$ cat src/genlock_pkg.sv
// Shared constants, register map and carrier types of the genlock mode and reference front end.
package genlock_pkg;

  // Clock rate of the design clock.
  localparam int          CLK_MHZ         = 125;
  // Width of every period counter, enough for the longest frame window.
  localparam int          CNT_W           = 22;

  // Validity windows as printed, and their cycle counts.
  localparam int          H_MIN_NS        = 29660;
  localparam int          H_MAX_NS        = 70000;
  localparam int          V_MIN_US        = 16000;
  localparam int          V_MAX_US        = 25000;
  localparam int          RATE_SPLIT_NS   = 16675008;
  localparam int          H_MIN_CYC       = (H_MIN_NS * CLK_MHZ + 999) / 1000;
  localparam int          H_MAX_CYC       = (H_MAX_NS * CLK_MHZ) / 1000;
  localparam int          V_MIN_CYC       = V_MIN_US * CLK_MHZ;
  localparam int          V_MAX_CYC       = V_MAX_US * CLK_MHZ;
  localparam int          RATE_SPLIT_CYC  = (RATE_SPLIT_NS / 1000) * CLK_MHZ;
  // Consecutive missing line pulses that declare the reference lost.
  localparam logic [1:0]  MISS_LIMIT      = 2'h2;

  // Register offsets.
  localparam logic [7:0]  REG_FMT_MASK0   = 8'h11;
  localparam logic [7:0]  REG_FMT_MASK1   = 8'h12;
  localparam logic [7:0]  REG_FMT_MASK2   = 8'h13;
  localparam logic [7:0]  REG_HD_CTRL     = 8'h82;
  localparam logic [7:0]  REG_SYNC_REPORT = 8'h20;
  localparam logic [7:0]  REG_AUDIO_CTRL  = 8'h21;

  // Field positions.
  localparam int          HD_ON_BIT       = 7;
  localparam int          AFS_RST_BIT     = 0;
  localparam int          RPT_VALID_BIT   = 0;
  localparam int          RPT_1001_BIT    = 1;
  localparam int          RPT_DIGITAL_BIT = 2;
  localparam int          RPT_HPOL_BIT    = 3;
  localparam int          RPT_VPOL_BIT    = 4;
  localparam int          RPT_HD_BIT      = 5;
  localparam int          RPT_FIELD_BIT   = 6;
  localparam int          RPT_MODE_LSB    = 8;
  localparam int          HD_MASK_LSB     = 10;
  localparam int          HD_MASK_MSB     = 37;

  // Reset values: standard definition enabled, every HD code disabled.
  localparam logic [47:0] FMT_MASK_RST    = 48'h003f_ffff_fc00;
  localparam logic        HD_ON_RST       = 1'b0;
  localparam logic        AFS_RST_RST     = 1'b1;

  // Audio rate select code that switches audio generation off.
  localparam logic [2:0]  AUDIO_OFF_CODE  = 3'h7;

  // Operating modes, one-hot.
  typedef enum logic [4:0] {
    ST_START = 5'h01,
    ST_FREE  = 5'h02,
    ST_ACQ   = 5'h04,
    ST_LOCK  = 5'h08,
    ST_HOLD  = 5'h10
  } mode_type;

  // Steering bits handed to the clock synthesis.
  typedef struct packed {
    logic timebase_from_ref;
    logic freeze_freq;
    logic crystal_only;
    logic audio_enable;
    logic audio_follow_video;
    logic ref_missing;
    logic lock_lost;
  } mode_ctrl_type;

  // Register port request.
  typedef struct packed {
    logic [7:0]  addr;
    logic [15:0] wdata;
    logic        wr_en;
    logic        rd_en;
  } reg_req_type;

endpackage

$ cat src/genlock_mode_ctrl.sv
// Operating mode control, pin following, reference validity and ten-field handling.
`timescale 1ns/1ns
module genlock_mode_ctrl
  import genlock_pkg::*;
#(
  parameter int unsigned P_H_MAX_CYC    = H_MAX_CYC,
  parameter int unsigned P_V_MIN_CYC    = V_MIN_CYC,
  parameter int unsigned P_V_MAX_CYC    = V_MAX_CYC,
  parameter int unsigned P_RATE_SPL_CYC = RATE_SPLIT_CYC
) (
  // Clock and reset.
  input  wire logic                     i_ref_clk,
  input  wire logic                     i_sys_rst,
  // Strap and mode pins.
  input  wire logic                     i_lock_select,
  input  wire logic [5:0]               i_output_format_select,
  input  wire logic [2:0]               i_audio_rate_select,
  // Sync reference inputs.
  input  wire logic                     i_hsync_ref,
  input  wire logic                     i_vsync_ref,
  input  wire logic                     i_field_reference_in,
  input  wire logic                     i_ten_field_id,
  // Line 1 leading edge of the generated H sync.
  input  wire logic                     i_line1_hsync_lead,
  // Register port.
  input  wire genlock_pkg::reg_req_type i_reg_req,
  output logic [15:0]                   o_reg_rdata,
  // Mode steering and followed pin settings.
  output genlock_pkg::mode_ctrl_type    o_mode_ctrl,
  output logic [5:0]                    o_output_format_select,
  output logic [2:0]                    o_audio_rate_select,
  output logic                          o_format_changed,
  // Divider and phase events.
  output logic                          o_ten_field_id_div_reset,
  output logic                          o_audio_frame_sequence_reset,
  output logic                          o_audio_phase_realign
);

  // Period limits cut to counter width.
  localparam logic [CNT_W-1:0] LIM_H_MIN = CNT_W'(H_MIN_CYC);
  localparam logic [CNT_W-1:0] LIM_H_MAX = CNT_W'(P_H_MAX_CYC);
  localparam logic [CNT_W-1:0] LIM_V_MIN = CNT_W'(P_V_MIN_CYC);
  localparam logic [CNT_W-1:0] LIM_V_MAX = CNT_W'(P_V_MAX_CYC);
  localparam logic [CNT_W-1:0] LIM_SPLIT = CNT_W'(P_RATE_SPL_CYC);

  // All state of the controller.
  typedef struct packed {
    mode_type    mode;
    logic [1:0]  miss;
    logic        ref_missing;
    logic [5:0]  fmt;
    logic [2:0]  rate;
    logic        fmt_changed;
    logic        tfid_prev;
    logic        tfid_rst;
    logic        afs_rst;
    logic        realign;
    logic        field_lvl;
    logic [47:0] mask;
    logic        hd_on;
    logic        afs_en;
    logic [15:0] rdata;
  } core_state_type;

  core_state_type   s_q;
  core_state_type   s_d;
  logic             h_pol_neg;     // Line sync is active low.
  logic             v_pol_neg;     // Frame sync is active low.
  logic             h_lead;        // Line leading edge pulse.
  logic             v_lead;        // Frame leading edge pulse.
  logic [CNT_W-1:0] h_active;      // Active width of the line pulse.
  logic [CNT_W-1:0] h_period;      // Last line period in cycles.
  logic [CNT_W-1:0] v_period;      // Last frame period in cycles.
  logic             h_seen;        // Line pulses are arriving.
  logic             v_seen;        // Frame pulses are arriving.
  logic             h_timeout;     // A line pulse went missing.
  logic             sd_valid;      // Standard-definition windows met.
  logic             hd_like;       // Line period too short for standard definition.
  logic             hd_ok;         // HD reference accepted.
  logic             recognized;    // Reference usable for lock.
  logic             rate_1001;     // Frame period of the 1.001 family.
  logic             digital;       // Blanking style timing detected.
  logic [15:0]      report;        // Input sync report word.

  // Inclusive window check shared by the line and frame tests.
  function automatic logic in_range(input logic [CNT_W-1:0] v, input logic [CNT_W-1:0] lo,
                                    input logic [CNT_W-1:0] hi);
    in_range = (v >= lo) && (v <= hi);
  endfunction

  // Blanking pulses are wide; a pulse above an eighth of the line is taken as digital timing.
  function automatic logic wide_pulse(input logic [CNT_W-1:0] width, input logic [CNT_W-1:0] period);
    wide_pulse = {width, 3'b000} > {3'b000, period};
  endfunction

  // Polarity and leading edge finders for the line and frame inputs.
  sync_edge_detect u_h_edge (
    .i_ref_clk    (i_ref_clk),
    .i_sys_rst    (i_sys_rst),
    .i_sync       (i_hsync_ref),
    .o_pol_neg    (h_pol_neg),
    .o_lead       (h_lead),
    .o_active_len (h_active)
  );

  sync_edge_detect u_v_edge (
    .i_ref_clk    (i_ref_clk),
    .i_sys_rst    (i_sys_rst),
    .i_sync       (i_vsync_ref),
    .o_pol_neg    (v_pol_neg),
    .o_lead       (v_lead),
    .o_active_len ()
  );

  // Period meters; the line meter's timeout marks each missing line pulse.
  period_meter u_h_meter (
    .i_ref_clk (i_ref_clk),
    .i_sys_rst (i_sys_rst),
    .i_lead    (h_lead),
    .i_limit   (LIM_H_MAX),
    .o_period  (h_period),
    .o_seen    (h_seen),
    .o_timeout (h_timeout)
  );

  period_meter u_v_meter (
    .i_ref_clk (i_ref_clk),
    .i_sys_rst (i_sys_rst),
    .i_lead    (v_lead),
    .i_limit   (LIM_V_MAX),
    .o_period  (v_period),
    .o_seen    (v_seen),
    .o_timeout ()
  );

  // Reference classification; SD needs no setup, HD needs an enabled mask bit and the enable.
  always_comb begin
    sd_valid   = h_seen && v_seen && (s_q.miss == 2'h0) && in_range(h_period, LIM_H_MIN, LIM_H_MAX)
                 && in_range(v_period, LIM_V_MIN, LIM_V_MAX);
    hd_like    = h_seen && (s_q.miss == 2'h0) && (h_period < LIM_H_MIN);
    hd_ok      = hd_like && s_q.hd_on && !(&s_q.mask[HD_MASK_MSB:HD_MASK_LSB]);
    recognized = sd_valid || hd_ok;
    rate_1001  = v_period > LIM_SPLIT;
    digital    = wide_pulse(h_active, h_period);
  end

  // Report word with polarity, timing style, validity and current mode.
  always_comb begin
    report                  = 16'h0000;
    report[RPT_VALID_BIT]   = recognized;
    report[RPT_1001_BIT]    = rate_1001;
    report[RPT_DIGITAL_BIT] = digital;
    report[RPT_HPOL_BIT]    = h_pol_neg;
    report[RPT_VPOL_BIT]    = v_pol_neg;
    report[RPT_HD_BIT]      = hd_ok;
    report[RPT_FIELD_BIT]   = s_q.field_lvl;
    report[RPT_MODE_LSB +: 5] = s_q.mode;
  end

  // Next state: mode machine, missing pulse count, pin following, events and registers.
  always_comb begin
    s_d             = s_q;
    s_d.fmt_changed = 1'b0;
    s_d.tfid_rst    = 1'b0;
    s_d.afs_rst     = 1'b0;
    s_d.realign     = 1'b0;
    s_d.field_lvl   = i_field_reference_in;
    s_d.tfid_prev   = i_ten_field_id;

    // A line edge clears the count; each timeout adds one, saturating at the limit.
    if (h_lead) begin
      s_d.miss = 2'h0;
    end else if (h_timeout && (s_q.miss != MISS_LIMIT)) begin
      s_d.miss = s_q.miss + 2'h1;
    end
    // The missing flag rises with the second lost pulse and falls once a reference is usable.
    if (s_d.miss == MISS_LIMIT) begin
      s_d.ref_missing = 1'b1;
    end else if (recognized) begin
      s_d.ref_missing = 1'b0;
    end

    // Mode machine.
    case (s_q.mode)
      ST_START: begin
        // First cycle after release: the strap decides between free-run and acquisition.
        s_d.mode = i_lock_select ? ST_FREE : ST_ACQ;
      end
      ST_FREE: begin
        if (!i_lock_select) begin
          s_d.mode = ST_ACQ;
        end
      end
      ST_ACQ: begin
        // Lock only on a recognized reference; no timeout, acquisition waits as long as it takes.
        if (recognized) begin
          s_d.mode = ST_LOCK;
        end
      end
      ST_LOCK: begin
        if (s_d.miss == MISS_LIMIT) begin
          s_d.mode = ST_HOLD;
        end
      end
      ST_HOLD: begin
        // Re-acquire through the normal path once a recognized reference returns.
        if (recognized) begin
          s_d.mode = ST_ACQ;
        end
      end
      default: begin
        s_d.mode = ST_START;
      end
    endcase
    // The lock-select pin overrides every mode once running.
    if ((s_q.mode != ST_START) && i_lock_select) begin
      s_d.mode = ST_FREE;
    end

    // Pins are followed every cycle after the start state; upper format bits are passed as the host ties them.
    if (s_q.mode != ST_START) begin
      s_d.fmt         = i_output_format_select;
      s_d.rate        = i_audio_rate_select;
      s_d.fmt_changed = (i_output_format_select != s_q.fmt);
    end

    // Ten-field rising edge resets its divider and, if enabled, the frame sequence divider.
    if (i_ten_field_id && !s_q.tfid_prev) begin
      s_d.tfid_rst = 1'b1;
      s_d.afs_rst  = s_q.afs_en;
    end
    // Audio phase realigns at line 1 of frames where the ten-field input is high.
    s_d.realign = i_line1_hsync_lead && i_ten_field_id;

    // Register writes.
    if (i_reg_req.wr_en) begin
      case (i_reg_req.addr)
        REG_FMT_MASK0:  s_d.mask[15:0]  = i_reg_req.wdata;
        REG_FMT_MASK1:  s_d.mask[31:16] = i_reg_req.wdata;
        REG_FMT_MASK2:  s_d.mask[47:32] = i_reg_req.wdata;
        REG_HD_CTRL:    s_d.hd_on       = i_reg_req.wdata[HD_ON_BIT];
        REG_AUDIO_CTRL: s_d.afs_en      = i_reg_req.wdata[AFS_RST_BIT];
        default:        s_d.mask        = s_q.mask;
      endcase
    end
    // Register reads are registered; unmapped offsets read zero.
    if (i_reg_req.rd_en) begin
      case (i_reg_req.addr)
        REG_FMT_MASK0:   s_d.rdata = s_q.mask[15:0];
        REG_FMT_MASK1:   s_d.rdata = s_q.mask[31:16];
        REG_FMT_MASK2:   s_d.rdata = s_q.mask[47:32];
        REG_HD_CTRL:     s_d.rdata = {8'h00, s_q.hd_on, 7'h00};
        REG_SYNC_REPORT: s_d.rdata = report;
        REG_AUDIO_CTRL:  s_d.rdata = {15'h0000, s_q.afs_en};
        default:         s_d.rdata = 16'h0000;
      endcase
    end
  end

  // State register with constant reset values.
  always_ff @(posedge i_ref_clk or posedge i_sys_rst) begin
    if (i_sys_rst) begin
      s_q        <= '0;
      s_q.mode   <= ST_START;
      s_q.mask   <= FMT_MASK_RST;
      s_q.hd_on  <= HD_ON_RST;
      s_q.afs_en <= AFS_RST_RST;
    end else begin
      s_q <= s_d;
    end
  end

  // Mode steering: holdover freezes the loop while the crystal still sets the timebase.
  always_comb begin
    o_mode_ctrl.timebase_from_ref  = (s_q.mode == ST_LOCK);
    o_mode_ctrl.freeze_freq        = (s_q.mode == ST_HOLD);
    o_mode_ctrl.crystal_only       = (s_q.mode == ST_FREE) || (s_q.mode == ST_HOLD);
    o_mode_ctrl.audio_enable       = (s_q.rate != AUDIO_OFF_CODE);
    o_mode_ctrl.audio_follow_video = 1'b1;
    o_mode_ctrl.ref_missing        = s_q.ref_missing;
    o_mode_ctrl.lock_lost          = (s_q.mode != ST_LOCK) || (s_q.miss != 2'h0);
  end

  assign o_reg_rdata                  = s_q.rdata;
  assign o_output_format_select       = s_q.fmt;
  assign o_audio_rate_select          = s_q.rate;
  assign o_format_changed             = s_q.fmt_changed;
  assign o_ten_field_id_div_reset     = s_q.tfid_rst;
  assign o_audio_frame_sequence_reset = s_q.afs_rst;
  assign o_audio_phase_realign        = s_q.realign;
endmodule

$ cat src/sync_edge_detect.sv
// Polarity recognition and leading edge pulse for one sync reference input.
`timescale 1ns/1ns
module sync_edge_detect
  import genlock_pkg::*;
(
  // Clock and reset.
  input  wire logic             i_ref_clk,
  input  wire logic             i_sys_rst,
  // Sync level.
  input  wire logic             i_sync,
  // Results.
  output logic                  o_pol_neg,
  output logic                  o_lead,
  output logic [CNT_W-1:0]      o_active_len
);

  // All state of the detector.
  typedef struct packed {
    logic             prev;
    logic [CNT_W-1:0] run;
    logic [CNT_W-1:0] hi_len;
    logic [CNT_W-1:0] lo_len;
    logic             lead;
    logic             armed;
  } edge_state_type;

  edge_state_type s_q;
  edge_state_type s_d;
  logic           pol_neg;

  // The shorter level is the pulse; polarity is negative when high lasts longer.
  assign pol_neg = s_q.hi_len > s_q.lo_len;

  // Measure each run of constant level and flag the entry into the active level.
  always_comb begin
    s_d      = s_q;
    s_d.prev = i_sync;
    s_d.lead = 1'b0;
    // The first sample after reset only loads the level, so an idle-high pin gives no false edge.
    s_d.armed = 1'b1;
    if (s_q.armed && (i_sync != s_q.prev)) begin
      // A transition closes the run of the previous level.
      if (s_q.prev) begin
        s_d.hi_len = s_q.run;
      end else begin
        s_d.lo_len = s_q.run;
      end
      s_d.run  = '0;
      // Leading edge is the move into the active level, for either polarity.
      s_d.lead = (i_sync != pol_neg);
    end else if (s_q.run != '1) begin
      // Saturate so a stuck input never wraps into a false short run.
      s_d.run = s_q.run + 1'b1;
    end
  end

  // State register.
  always_ff @(posedge i_ref_clk or posedge i_sys_rst) begin
    if (i_sys_rst) begin
      s_q <= '0;
    end else begin
      s_q <= s_d;
    end
  end

  assign o_pol_neg    = pol_neg;
  assign o_lead       = s_q.lead;
  assign o_active_len = pol_neg ? s_q.lo_len : s_q.hi_len;

endmodule

$ cat src/period_meter.sv
// Period measurement between leading edges with a timeout for missing pulses.
`timescale 1ns/1ns
module period_meter
  import genlock_pkg::*;
(
  // Clock and reset.
  input  wire logic             i_ref_clk,
  input  wire logic             i_sys_rst,
  // Leading edge pulse and the longest period allowed.
  input  wire logic             i_lead,
  input  wire logic [CNT_W-1:0] i_limit,
  // Results.
  output logic [CNT_W-1:0]      o_period,
  output logic                  o_seen,
  output logic                  o_timeout
);

  // All state of the meter.
  typedef struct packed {
    logic [CNT_W-1:0] cnt;
    logic [CNT_W-1:0] period;
    logic             seen;
    logic             timeout;
  } meter_state_type;

  meter_state_type s_q;
  meter_state_type s_d;

  // Count cycles; an edge stores the period, an overlong gap raises a timeout and restarts.
  always_comb begin
    s_d         = s_q;
    s_d.timeout = 1'b0;
    if (i_lead) begin
      s_d.period = s_q.cnt + 1'b1;
      s_d.cnt    = '0;
      s_d.seen   = 1'b1;
    end else if (s_q.cnt >= i_limit) begin
      // Restarting lets consecutive missing pulses be counted one by one.
      s_d.timeout = 1'b1;
      s_d.cnt     = '0;
      s_d.seen    = 1'b0;
    end else begin
      s_d.cnt = s_q.cnt + 1'b1;
    end
  end

  // State register.
  always_ff @(posedge i_ref_clk or posedge i_sys_rst) begin
    if (i_sys_rst) begin
      s_q <= '0;
    end else begin
      s_q <= s_d;
    end
  end

  assign o_period  = s_q.period;
  assign o_seen    = s_q.seen;
  assign o_timeout = s_q.timeout;

endmodule

$ cat config.mk
export PLATFORM = sky130hd
export DESIGN_NAME = genlock_mode_ctrl
export DESIGN_NICKNAME = d
export VERILOG_FILES = /design/src/genlock_pkg.sv /design/src/genlock_mode_ctrl.sv /design/src/sync_edge_detect.sv /design/src/period_meter.sv
export SDC_FILE = /design/constraint.sdc
export NUM_CORES = 1
export LEC_CHECK = 0
export BUFFER_PORTS_ARGS = -buffer_cell sky130_fd_sc_hd__buf_2
export CAP_MARGIN = 5
export CORE_MARGIN = 5
export CORE_UTILIZATION = 30
export DETAILED_ROUTE_END_ITERATION = 8
export PLACE_DENSITY_LB_ADDON = 0.25
export SETUP_SLACK_MARGIN = 0.2
export SYNTH_ARGS = -nofsm -noshare
export SYNTH_HDL_FRONTEND = slang
export SYNTH_HIERARCHICAL = 1
export SYNTH_SLANG_ARGS = --single-unit
$ cat constraint.sdc
create_clock -name i_ref_clk -period 10.74 [get_ports i_ref_clk]
set_input_delay 1.074 -clock i_ref_clk [delete_from_list [all_inputs] [get_ports i_ref_clk]]
set_output_delay 1.074 -clock i_ref_clk [all_outputs]
set_load 0.05 [all_outputs]
==> reports/metrics.csv <==
stage,metric,value,unit
layout,fraction of layout cells with a size suffix above 1,0.2397,
place,GPL Wtd Cong,0.7686,
setup_path,R2R Setup Slk,6.40,ns
pwr,clock share of power,0.350,
timing,final period utilization,0.4045,
setup_path,CP cell instances,"ha_1, nand4_1, nor4_4, o31ai_2, a31oi_4, mux2_2, or3_1, or4_1, nor2_1, a41oi_1, o21bai_1, a22oi_1",
outcome,outcome,finished clean,
detailed_routing,drt drc,0,
setup_path,Critical Path AT,4.79,ns
layout,"commonest non-fill, non-tap cell in the layout",dfrtp_1,
timing,Min Hold Slack,0.4088,ns
detailed_routing,Final ANT Viol Nets,0,
yosys,Synth Warn #,6,
clock_network,CTS max path bufs,3,
clock_network,Post-CTS Resized,0,
timing,final hold violation count,0,
pwr,sequential share of power,0.411,
layout,Post-layout nets,1925,
setup_path,Slowest Stage Delay on Critical Path,0.74,ns
detailed_routing,DRT Wirelength,41740,µm
global_routing,vias in the first global route,12970,
timing,fmax,230.2,MHz
clock_network,"Setup Fix Bufs, Post-CTS",0,
global_routing,grt total ovfl,0,
global_routing,all-layer global routing usage,0.1266,
die,placement row count,90,
setup_path,Worst setup SP type,register,
die,Die Y,256.8,µm
pwr,Pint,2512,µW
clock_network,Max H-tree Level,2,
setup_path,Max Fanout on Critical Path,23,
setup_path,Crit. End Element,register,
pwr,switching share of total power,0.3325,
die,Initial Util,0.3027,
timing,Slew @ Worst Pin,0.9950,ns
clock_network,Clock Sinks,318,
pwr,Pwr per Cell Area,185.5,nW/µm²
detailed_routing,Iteration-0 DRC Markers,663,
yosys,"Avg Cell Area, Syn",10.53,µm²
layout,post-route insts no fill,2581,
flow_run,max-cap violation count,0,
detailed_routing,DR vias/cell,4.893,
detailed_routing,Vias,12630,
global_routing,first-pass GRT wire length,69720,µm
timing,worst setup margin,6.396,ns
yosys,Mapped Area,18270,µm²
worst_hold_path,Worst Hold Class,reg2reg,
timing,Worst Skew,0.03540,ns
pwr,Worst VDD drop,0.0001142,V
clock_network,clk slew on worst S/H paths,0.06,ns
setup_path,Required @ worst endpoint,11.18,ns
yosys,Syn Inst Count,1734,
pwr,P_leak,0.009181,µW
global_routing,largest net degree at the start of global routing,71,
place,hpwl dp,29350,µm
clock_network,hold_buf cts,0,
place,IO buf count,77,
layout,"commonest cells after routing, fill and taps aside","286 x dfrtp_1, 127 x inv_1, 126 x mux2_2, 117 x nand2_1",
setup_path,Crit Path Category,reg2reg,
clock_network,clock root cell,clkbuf_16,
timing,setup TNS,0,ns
die,I/O pin total,79,
die,chip width,256.8,µm
die,Core ar.,60360,µm²
place,placed cells,2509,
timing,Final Critical Period,4.344,ns
timing,RSZ-0062 raised after global routing,no,
layout,Area Growth Syn to Fin,11.03,%
detailed_routing,DR WL/cell,16.17,µm
clock_network,CTS buffer count,40,
setup_path,Crit path max-delay family,simple AND/OR/NAND/NOR gates,
pwr,combinational power share,0.239,
setup_path,worst path bufs/invs,0,
setup_path,slowest CP cell,a31oi_4,
timing,final setup vio count,0,
die,die area,65930,µm²
clock_network,CTS tree,built,
global_routing,initial antenna violation count,2,
detailed_routing,Pre-antenna DRT Iters,5,
place,Setup WS pre-CTS,6.363,ns
timing,max-slew violations,0,
pwr,Switch Pwr,1251,µW
clock_network,Worst-Skew Late Latency,0.58,ns
timing,relative slew slack,0.3357,
-- registers in the layout, summed over array words and instances, names as in the netlist, 3 cells and up --
signal	count
u_h_edge/s_q	68
u_v_edge/s_q	68
s_q	53
u_h_meter/o_period	22
u_h_meter/s_q	22
u_v_meter/o_period	22
u_v_meter/s_q	22
o_reg_rdata	16
o_output_format_select	6
report	6
o_audio_rate_select	3
-- area by class of cell --
| type | instances | area (µm²) |
|---|---|---|
| diodes | 1 | 2.502 |
| clock buffers | 62 | 1205 |
| clock inverters | 9 | 92.59 |
| fillers | 6123 | 40080 |
| inverters | 132 | 498.0 |
| multi-input cells | 1185 | 9010 |
| flip-flops and latches | 318 | 7998 |
| well taps | 782 | 978.4 |
| repair buffers | 92 | 498.0 |
-- path summary, 6_finish.rpt --
| path | from | to | cells after the start |
|---|---|---|---|
| min reg2reg | s_q[70] | o_ten_field_id_div_reset | 1 |
| max | u_h_edge/s_q[41] | o_reg_rdata[2] | 12 |
| min in group asynchronous | i_sys_rst | s_q[21] | 2 |
| max reg2reg | u_h_edge/s_q[41] | o_reg_rdata[2] | 12 |
| max in group asynchronous | i_sys_rst | report[9] | 3 |
| min | s_q[70] | o_ten_field_id_div_reset | 1 |
-- metal layers --
metal / vias up / GRT usage / share of wire
met5: - / 0 / 0.00079
met4: 4 / 0.03624 / 0.022
met2: 167 / 0.2092 / 0.47
met1: 6230 / 0.1703 / 0.47
li1: 6167 / - / -
met3: 60 / 0.02381 / 0.036
-- worst reg2reg max path: cells and delay by family (launching register included) --
family	cells	cell delay (ns)
flip-flops	1	0.39
adder cells (fa/ha/maj)	1	0.32
AO/OA/AOI/OAI	5	1.30
AND/OR/NAND/NOR	5	1.78
multiplexers	1	0.43
-- metrics by stage --
stage | area (µm²) | utilization | power, µW
after floorplan | 18430 | - | 2371
after global routing | 20280 | 0.3360 | 4009
final | 20280 | 0.3360 | 3763
after detailed placement | 18980 | 0.3145 | 2476
after CTS | 20280 | 0.3360 | 3826
after global placement | 18980 | 0.3145 | 2458
-- power groups by stage --
stage | clock network [µW] | registers (µW) | logic, µW
6_report | 1320 | 1550 | 901
5_1_grt | 1410 | 1570 | 1020
4_1_cts | 1360 | 1550 | 914
3_5_place_dp | 0 | 1570 | 908
3_3_place_gp | 0 | 1560 | 894
2_1_floorplan | 0 | 1480 | 889
Note: power is estimated with default switching activity, not from simulation.
